[src/include/tx_cmd_pkg.sv]
// Purpose: shared constants for the transmit command decoder and its host end
// Assumes: 32-bit command and data words, one clock at 250 MHz
// Notes:   field positions of the first command word and the host register map
//
// Notes on behaviour
// - completion request raises buffer-loaded once buffer consumed
// - buffer-loaded can reach interrupt under host mask
// - host keeps reserved command bits at zero
// - end alignment codes: 4, 16, 32 bytes
// - host pads to alignment, device drops padding
// - start offset skips leading bytes, 0 to 31
// - first-segment bit opens a new packet
// - last-segment bit closes the open packet
// - buffer size plus alignment give padding words
// - buffer sizes summed, compared with packet length
// - count mismatch raises transmitter error
// - order is command one, command two, data
// - packet length excludes offset and padding bytes
package tx_cmd_pkg;

    // ********
    // first command word fields
    // ********
    localparam int IOC_BIT      = 31;
    localparam int ALIGN_HI     = 25;
    localparam int ALIGN_LO     = 24;
    localparam int OFF_HI       = 20;
    localparam int OFF_LO       = 16;
    localparam int FIRST_BIT    = 13;
    localparam int LAST_BIT     = 12;
    localparam int SIZE_HI      = 10;
    localparam int LEN_HI       = 10;

    localparam logic [1:0] ALIGN_4  = 2'h0;
    localparam logic [1:0] ALIGN_16 = 2'h1;
    localparam logic [1:0] ALIGN_32 = 2'h2;

    // rounding masks in words for each alignment
    localparam logic [11:0] MASK_4  = 12'h000;
    localparam logic [11:0] MASK_16 = 12'h003;
    localparam logic [11:0] MASK_32 = 12'h007;

    // ********
    // host register map (byte addresses)
    // ********
    localparam logic [7:0] REG_TX_WORD    = 8'h00;
    localparam logic [7:0] REG_INT_STATUS = 8'h04;
    localparam logic [7:0] REG_INT_MASK   = 8'h08;
    localparam logic [7:0] REG_LINK_STATE = 8'h0C;

    localparam int STS_LOADED = 0;
    localparam int STS_ERROR  = 1;

    localparam logic [1:0] RESP_OKAY   = 2'h0;
    localparam logic [1:0] RESP_SLVERR = 2'h2;

    typedef enum logic [1:0] {
        ST_CMD_A = 2'b00,
        ST_CMD_B = 2'b01,
        ST_DATA  = 2'b10
    } dec_state_t;

endpackage : tx_cmd_pkg

[src/include/tx_cmd_if.sv]
// Purpose: word link from host end to command decoder
// Assumes: both ends on one clock
// Notes:   word moves when word_valid and word_ready are both high
`timescale 1ns/100ps
interface tx_cmd_if;
    logic        word_valid;
    logic        word_ready;
    logic [31:0] word_data;
    logic        loaded;
    logic        tx_err;
    logic        pkt_open;

    modport dev  (input word_valid, input word_data, output word_ready,
                  output loaded, output tx_err, output pkt_open);
    modport host (output word_valid, output word_data, input word_ready,
                  input loaded, input tx_err, input pkt_open);
endinterface : tx_cmd_if

[src/design/tx_cmd_host.sv]
// Purpose: AXI4-Lite slave that feeds command and data words to the decoder
// Assumes: one write and one read outstanding at most
// Notes:   interrupt status is sticky, cleared by writing one
`timescale 1ns/100ps
module tx_cmd_host (
    input  wire logic        clock,
    input  wire logic        rst,
    tx_cmd_if.host           link,
    input  wire logic [7:0]  s_axi_awaddr,
    input  wire logic        s_axi_awvalid,
    output logic             s_axi_awready,
    input  wire logic [31:0] s_axi_wdata,
    input  wire logic [3:0]  s_axi_wstrb,
    input  wire logic        s_axi_wvalid,
    output logic             s_axi_wready,
    output logic [1:0]       s_axi_bresp,
    output logic             s_axi_bvalid,
    input  wire logic        s_axi_bready,
    input  wire logic [7:0]  s_axi_araddr,
    input  wire logic        s_axi_arvalid,
    output logic             s_axi_arready,
    output logic [31:0]      s_axi_rdata,
    output logic [1:0]       s_axi_rresp,
    output logic             s_axi_rvalid,
    input  wire logic        s_axi_rready,
    output logic             irq
);

    typedef struct packed {
        logic        awready;
        logic        wready;
        logic        aw_got;
        logic        w_got;
        logic [7:0]  waddr;
        logic [31:0] wdata;
        logic        bvalid;
        logic [1:0]  bresp;
        logic        arready;
        logic        rvalid;
        logic [31:0] rdata;
        logic [1:0]  rresp;
        logic        lvalid;
        logic [31:0] ldata;
        logic [1:0]  sts;
        logic [1:0]  mask;
        logic        irq;
    } host_t;

    host_t host_r;
    host_t host_nxt;

    // address decode shared by read and write paths
    function automatic logic mapped(input logic [7:0] a);
        return (a == tx_cmd_pkg::REG_TX_WORD) || (a == tx_cmd_pkg::REG_INT_STATUS) ||
               (a == tx_cmd_pkg::REG_INT_MASK) || (a == tx_cmd_pkg::REG_LINK_STATE);
    endfunction : mapped

    // ********
    // next state
    // ********
    always_comb begin
        host_nxt = host_r;
        // address and data taken in either order
        if (s_axi_awvalid && host_r.awready) begin
            host_nxt.aw_got = 1'b1;
            host_nxt.waddr  = s_axi_awaddr;
        end
        if (s_axi_wvalid && host_r.wready) begin
            host_nxt.w_got = 1'b1;
            host_nxt.wdata = s_axi_wdata;
        end
        if (host_r.lvalid && link.word_ready) begin
            host_nxt.lvalid = 1'b0;
        end
        if (s_axi_bvalid && s_axi_bready) begin
            host_nxt.bvalid = 1'b0;
        end
        // a word write stalls until the link slot is free
        if (host_r.aw_got && host_r.w_got && !host_r.bvalid) begin
            if (host_r.waddr != tx_cmd_pkg::REG_TX_WORD || !host_nxt.lvalid) begin
                host_nxt.aw_got = 1'b0;
                host_nxt.w_got  = 1'b0;
                host_nxt.bvalid = 1'b1;
                host_nxt.bresp  = mapped(host_r.waddr) ? tx_cmd_pkg::RESP_OKAY : tx_cmd_pkg::RESP_SLVERR;
                if (host_r.waddr == tx_cmd_pkg::REG_TX_WORD) begin
                    host_nxt.lvalid = 1'b1;
                    host_nxt.ldata  = host_r.wdata;
                end
                if (host_r.waddr == tx_cmd_pkg::REG_INT_STATUS) begin
                    host_nxt.sts = host_r.sts & ~host_r.wdata[1:0];
                end
                if (host_r.waddr == tx_cmd_pkg::REG_INT_MASK) begin
                    host_nxt.mask = host_r.wdata[1:0];
                end
            end
        end
        // new events set after the clear, so a same-cycle event survives
        host_nxt.sts[tx_cmd_pkg::STS_LOADED] = host_nxt.sts[tx_cmd_pkg::STS_LOADED] | link.loaded;
        host_nxt.sts[tx_cmd_pkg::STS_ERROR]  = host_nxt.sts[tx_cmd_pkg::STS_ERROR] | link.tx_err;
        host_nxt.irq = |(host_nxt.sts & host_nxt.mask);
        // read path
        if (s_axi_rvalid && s_axi_rready) begin
            host_nxt.rvalid = 1'b0;
        end
        if (s_axi_arvalid && host_r.arready) begin
            host_nxt.rvalid = 1'b1;
            host_nxt.rresp  = mapped(s_axi_araddr) ? tx_cmd_pkg::RESP_OKAY : tx_cmd_pkg::RESP_SLVERR;
            unique case (s_axi_araddr)
                tx_cmd_pkg::REG_INT_STATUS: host_nxt.rdata = {30'h0, host_r.sts};
                tx_cmd_pkg::REG_INT_MASK:   host_nxt.rdata = {30'h0, host_r.mask};
                tx_cmd_pkg::REG_LINK_STATE: host_nxt.rdata = {30'h0, link.pkt_open, host_r.lvalid};
                default:                    host_nxt.rdata = 32'h0;
            endcase
        end
        host_nxt.awready = !host_nxt.aw_got && !host_nxt.bvalid;
        host_nxt.wready  = !host_nxt.w_got && !host_nxt.bvalid;
        host_nxt.arready = !host_nxt.rvalid;
    end

    // ********
    // registers
    // ********
    always_ff @(posedge clock or posedge rst) begin
        if (rst) begin
            host_r <= '0;
        end else begin
            host_r <= host_nxt;
        end
    end

    assign s_axi_awready   = host_r.awready;
    assign s_axi_wready    = host_r.wready;
    assign s_axi_bvalid    = host_r.bvalid;
    assign s_axi_bresp     = host_r.bresp;
    assign s_axi_arready   = host_r.arready;
    assign s_axi_rvalid    = host_r.rvalid;
    assign s_axi_rdata     = host_r.rdata;
    assign s_axi_rresp     = host_r.rresp;
    assign link.word_valid = host_r.lvalid;
    assign link.word_data  = host_r.ldata;
    assign irq             = host_r.irq;

endmodule : tx_cmd_host

[src/flat_wrapper.sv]
// flat-port wrapper written by rule: the top's interface ports become plain ports
module tx_cmd_host_flat 
  (clock, rst, s_axi_awaddr, s_axi_awvalid, s_axi_awready, s_axi_wdata, s_axi_wstrb, s_axi_wvalid, s_axi_wready, s_axi_bresp, s_axi_bvalid, s_axi_bready, s_axi_araddr, s_axi_arvalid, s_axi_arready, s_axi_rdata, s_axi_rresp, s_axi_rvalid, s_axi_rready, irq, link_word_valid, link_word_data, link_word_ready, link_loaded, link_tx_err, link_pkt_open);
  tx_cmd_if link_i ();
  input  wire logic clock;
  input  wire logic rst;
  input  wire logic [7:0] s_axi_awaddr;
  input  wire logic s_axi_awvalid;
  output logic s_axi_awready;
  input  wire logic [31:0] s_axi_wdata;
  input  wire logic [3:0] s_axi_wstrb;
  input  wire logic s_axi_wvalid;
  output logic s_axi_wready;
  output logic [1:0] s_axi_bresp;
  output logic s_axi_bvalid;
  input  wire logic s_axi_bready;
  input  wire logic [7:0] s_axi_araddr;
  input  wire logic s_axi_arvalid;
  output logic s_axi_arready;
  output logic [31:0] s_axi_rdata;
  output logic [1:0] s_axi_rresp;
  output logic s_axi_rvalid;
  input  wire logic s_axi_rready;
  output logic irq;
  output wire logic [$bits(link_i.word_valid)-1:0] link_word_valid;
  output wire logic [$bits(link_i.word_data)-1:0] link_word_data;
  input wire logic [$bits(link_i.word_ready)-1:0] link_word_ready;
  input wire logic [$bits(link_i.loaded)-1:0] link_loaded;
  input wire logic [$bits(link_i.tx_err)-1:0] link_tx_err;
  input wire logic [$bits(link_i.pkt_open)-1:0] link_pkt_open;
  assign link_word_valid = link_i.word_valid;
  assign link_word_data = link_i.word_data;
  assign link_i.word_ready = link_word_ready;
  assign link_i.loaded = link_loaded;
  assign link_i.tx_err = link_tx_err;
  assign link_i.pkt_open = link_pkt_open;
  tx_cmd_host u_core (.clock(clock), .rst(rst), .link(link_i), .s_axi_awaddr(s_axi_awaddr), .s_axi_awvalid(s_axi_awvalid), .s_axi_awready(s_axi_awready), .s_axi_wdata(s_axi_wdata), .s_axi_wstrb(s_axi_wstrb), .s_axi_wvalid(s_axi_wvalid), .s_axi_wready(s_axi_wready), .s_axi_bresp(s_axi_bresp), .s_axi_bvalid(s_axi_bvalid), .s_axi_bready(s_axi_bready), .s_axi_araddr(s_axi_araddr), .s_axi_arvalid(s_axi_arvalid), .s_axi_arready(s_axi_arready), .s_axi_rdata(s_axi_rdata), .s_axi_rresp(s_axi_rresp), .s_axi_rvalid(s_axi_rvalid), .s_axi_rready(s_axi_rready), .irq(irq));
endmodule
[config.mk]
export PLATFORM = sky130hd
export DESIGN_NAME = tx_cmd_host_flat
export DESIGN_NICKNAME = d
export VERILOG_FILES = /design/src/include/tx_cmd_pkg.sv /design/src/include/tx_cmd_if.sv /design/src/design/tx_cmd_host.sv /design/src/flat_wrapper.sv
export SDC_FILE = /design/constraint.sdc
export NUM_CORES = 1
export LEC_CHECK = 0
export ABC_AREA = 1
export BUFFER_PORTS_ARGS = -buffer_cell sky130_fd_sc_hd__buf_4
export CAP_MARGIN = 5
export CORE_ASPECT_RATIO = 1.1
export CORE_MARGIN = 3
export CORE_UTILIZATION = 36
export DETAILED_ROUTE_END_ITERATION = 10
export SLEW_MARGIN = 15
export SYNTH_ARGS = -nofsm -noshare
export SYNTH_HDL_FRONTEND = slang
export SYNTH_SLANG_ARGS = --single-unit
[constraint.sdc]
create_clock -name clock -period 2.5 [get_ports clock]
set_input_delay 0.375 -clock clock [delete_from_list [all_inputs] [get_ports clock]]
set_output_delay 0.375 -clock clock [all_outputs]
set_load 0.02 [all_outputs]
==> flow_metrics.tcl <==
set metrics [dict create \
    yosys.area_share.adder_pct 0 \
    outcome "finished clean" \
    clock-root-buffer "sky130_fd_sc_hd__clkbuf_16" \
    cp.required_ns 2.72 \
    post-cts-setup-buffers 0 \
    finalCoreUtilization_pct 44.38 \
    ant_nets 0 \
    power.switching_fraction_pct 34.25 \
    cellLeakagePower_nw 2.653 \
    initialDrtViolationCount 130 \
    maxClockFrequency_mhz 599.0 \
    tritoncts_clock_tree "yes" \
    synth_top_family_by_area "buffers and inverters" \
    grt_use_total_pct 12.78 \
    routedWlPerCell_um 11.92 \
    maxSlewViolCount 0 \
    power.sequential.fraction_pct 42.0 \
    power_frac_clock_pct 26.7 \
    timing.setup.tns_ns 0 \
    drv_cap 0 \
    worst-path-max-fanout 15 \
    cts.clk_slew.worst_paths_ns 0.06 \
    synthFlopType "sky130_fd_sc_hd__dfrtp_1" \
    min-delay-path-class "input pin to async pin" \
    start_kind "flip-flop" \
    cp_cell_instances "inv_2 > nand3_1 > inv_2 > nand3_4 > buf_4 > nand2_1 > o21ai_2" \
    antenna_found_initial 0 \
    row_count 41 \
    fillerInstances 1154 \
    critical_setup_path_class "flip-flop to flip-flop" \
    switching_power_mw 1.749 \
    clock_tree.buffer_depth 2 \
    timing.critical_path.mode_cell "sky130_fd_sc_hd__inv_2" \
    numClockSinks 89 \
    io-pin-count 138 \
    initial_core_util_pct 37.12 \
    number_of_buffers_inserted_during_clock_tree_synthesis 9 \
    post_cts_hold_buffer_count 0 \
    layout.area.seq_um2 2227 \
    area_used_by_multi_input_combinational_logic_um2 1368 \
    grt_start_max_net_pins 90 \
    synth-compound-area-share_pct 11.74 \
    detailed_place_hpwl_mm 5.766 \
    synth_largest_area_cell "sky130_fd_sc_hd__dfrtp_1" \
    layout_setup_ws_ns 0.8306 \
    routed_via_density 4.271 \
    critical-path-top-delay-family "buffers and inverters" \
    power.ir.vdd_worst_uv 304.2 \
    synth_cells 457 \
    power.internal_mw 3.357 \
    post_synth_and_or_nand_nor_area_fraction_pct 17.24 \
    place_worst_setup_slack_ns 0.8075 \
    rsz0062_at_grt "no" \
    setup_slack_of_the_worst_register_to_register_path_ns 0.83 \
    worst_clock_skew_ns 0.005076 \
    timing.critical_path.slowest_cell_delay_ns 0.38 \
    post_cts.resized_instances 0 \
    grt_first_pass_wirelength_mm 13.14 \
    critPathSlowestCell "sky130_fd_sc_hd__dfrtp_1" \
    timing_hold_violations_final 0 \
    power-per-cell-area_nw_per_um2 992.4 \
    numPlacedInstances 662 \
    n_antenna_cell 0 \
    gpl.final_weighted_congestion 0.7315 \
    synth-edff-count 0 \
    synth_top_cell_area_share_pct 51.74 \
    kind_of_end_point_of_the_critical_path "flip-flop" \
    sequential_element_share_of_the_synthesized_area_pct 51.74 \
    yosys-top-cells-area "sky130_fd_sc_hd__dfrtp_1 52%, sky130_fd_sc_hd__buf_4 12%, sky130_fd_sc_hd__nand2_1 7.3%" \
    post_synth_mux_area_share_pct 0 \
    design_power_total_mw 5.106 \
    finalWorstPathRequiredPeriod_ns 1.669 \
    grt_remaining_overflow 0 \
    post-route-drc-count 0 \
    setup-violations-final 0 \
    dieWidth_um 110.3 \
    die_outline_area_um2 13310 \
    drive_above_1_share_pct 37.88 \
    layout.nets 586 \
    gate_power_share_pct 31.3 \
    synth_async_sr_flop_share_pct 100.0 \
    area_growth_syn_to_fin_pct 19.53 \
    clkLatencyLatePin_ns 0.33 \
    wl_mm 8.080 \
    die-height_um 120.7 \
    worstPathBufferInverterCount 3 \
    worstPathArrival_ns 1.89 \
    synth-warning-count 0 \
    layout_commonest_cell "sky130_fd_sc_hd__buf_4" \
    drtPass1Iterations 4 \
    period_share_pct 66.78 \
    first_global_vias 2813 \
    layout_common_cells "103 x sky130_fd_sc_hd__buf_4, 89 x sky130_fd_sc_hd__dfrtp_1, 84 x sky130_fd_sc_hd__nand2_1, 46 x sky130_fd_sc_hd__inv_1, 42 x sky130_fd_sc_hd__o21ai_0" \
    floorplan.core_area_um2 11590 \
    cts_max_level 3 \
    via_count 2896 \
    fin_cells 678 \
    ff_latch_count_synth 89 \
    post_synth_xor_area_fraction_pct 0 \
    yosysUniqueCellTypes 28 \
    mappedNetlistArea_um2 4304 \
    synth.avg_cell_area_um2 9.418 \
    input_output_buffers 101 \
]
power groups by stage:
stage | clock [mW] | sequential [mW] | combinational, mW
after floorplan | 0 | 2.15 | 1.28
after global placement | 0 | 2.15 | 1.58
after detailed placement | 0 | 2.17 | 1.62
after CTS | 1.42 | 2.15 | 1.63
after global routing | 1.49 | 2.20 | 1.81
final | 1.36 | 2.14 | 1.60
logic make-up after synthesis:
logic type / Yosys count
other cells: 1
flops: 89
buf+inv: 139
simple gates: 151
compound gates: 77
worst register-to-register path, delay by kind of cell, from the launching register on:
family | cells | cell delay, ns
and+or+nand+nor | 3 | 0.54
buffers and inverters | 3 | 0.59
DFF | 1 | 0.38
AOI/OAI and AO/OA | 1 | 0.05
synthesized netlist by cell type, types with 3 or more instances:
master                     instances
sky130_fd_sc_hd__inv_1            48
sky130_fd_sc_hd__buf_6             6
sky130_fd_sc_hd__nand3_1          13
sky130_fd_sc_hd__nor2_1           11
sky130_fd_sc_hd__o21ai_0          42
sky130_fd_sc_hd__inv_2             8
sky130_fd_sc_hd__nand2_2          30
sky130_fd_sc_hd__clkbuf_1          5
sky130_fd_sc_hd__dfrtp_1          89
sky130_fd_sc_hd__buf_4            68
sky130_fd_sc_hd__nand2_1          84
sky130_fd_sc_hd__nor3_1            3
sky130_fd_sc_hd__o21ai_2          32
layer usage:
metal	vias to the layer above	GRT usage, %	share of wire, %
met4	0	6.928	1.8
met5	-	0	0
met3	7	2.723	6.0
li1	1452	-	-
met1	1360	15.53	41
met2	77	20.94	51
per-stage QoR:
stage	cell area (µm²)	hold slack, ns
after detailed placement	4836	0.4606
after global routing	5145	0.2189
after global placement	4836	0.4477
final	5145	0.1788
after floorplan	4424	0.4501
after CTS	5145	0.1973
area by class of cell:
type,count,area share [%]
inverters,57,4.280
clock inverters,2,0.6809
repair buffers,106,16.20
clock buffers,14,5.326
flip-flops and latches,89,43.29
multi-input cells,260,26.58
well taps,150,3.648
final timing paths:
check,startpoint,endpoint,cells after the start
max,u_core.s_axi_bvalid$_DFF_PP0_,u_core.link.word_data[11]$_DFFE_PP0P_,7
min,rst,u_core.host_r[95]$_DFFE_PP0P_,3
max reg2reg,u_core.s_axi_bvalid$_DFF_PP0_,u_core.link.word_data[11]$_DFFE_PP0P_,7
min reg2reg,u_core.s_axi_rvalid$_DFF_PP0_,u_core.s_axi_arready$_DFF_PP0_,1
max in group asynchronous,rst,u_core.host_r[100]$_DFFE_PP0P_,3
min in group clock,s_axi_wdata[13],u_core.host_r[90]$_DFFE_PP0P_,3
registers in the layout, indices dropped and copies added (netlist names):
name / cells
u_core.s_axi_bresp: 1
u_core.s_axi_rresp: 1
u_core.link.word_data: 32
u_core.s_axi_rvalid: 1
u_core.host_r: 46
u_core.link.word_valid: 1
u_core.s_axi_arready: 1
u_core.s_axi_wready: 1
u_core.irq: 1
u_core.s_axi_awready: 1
u_core.s_axi_bvalid: 1
u_core.s_axi_rdata: 2
No activity file was read; power rests on OpenSTA's default activity.
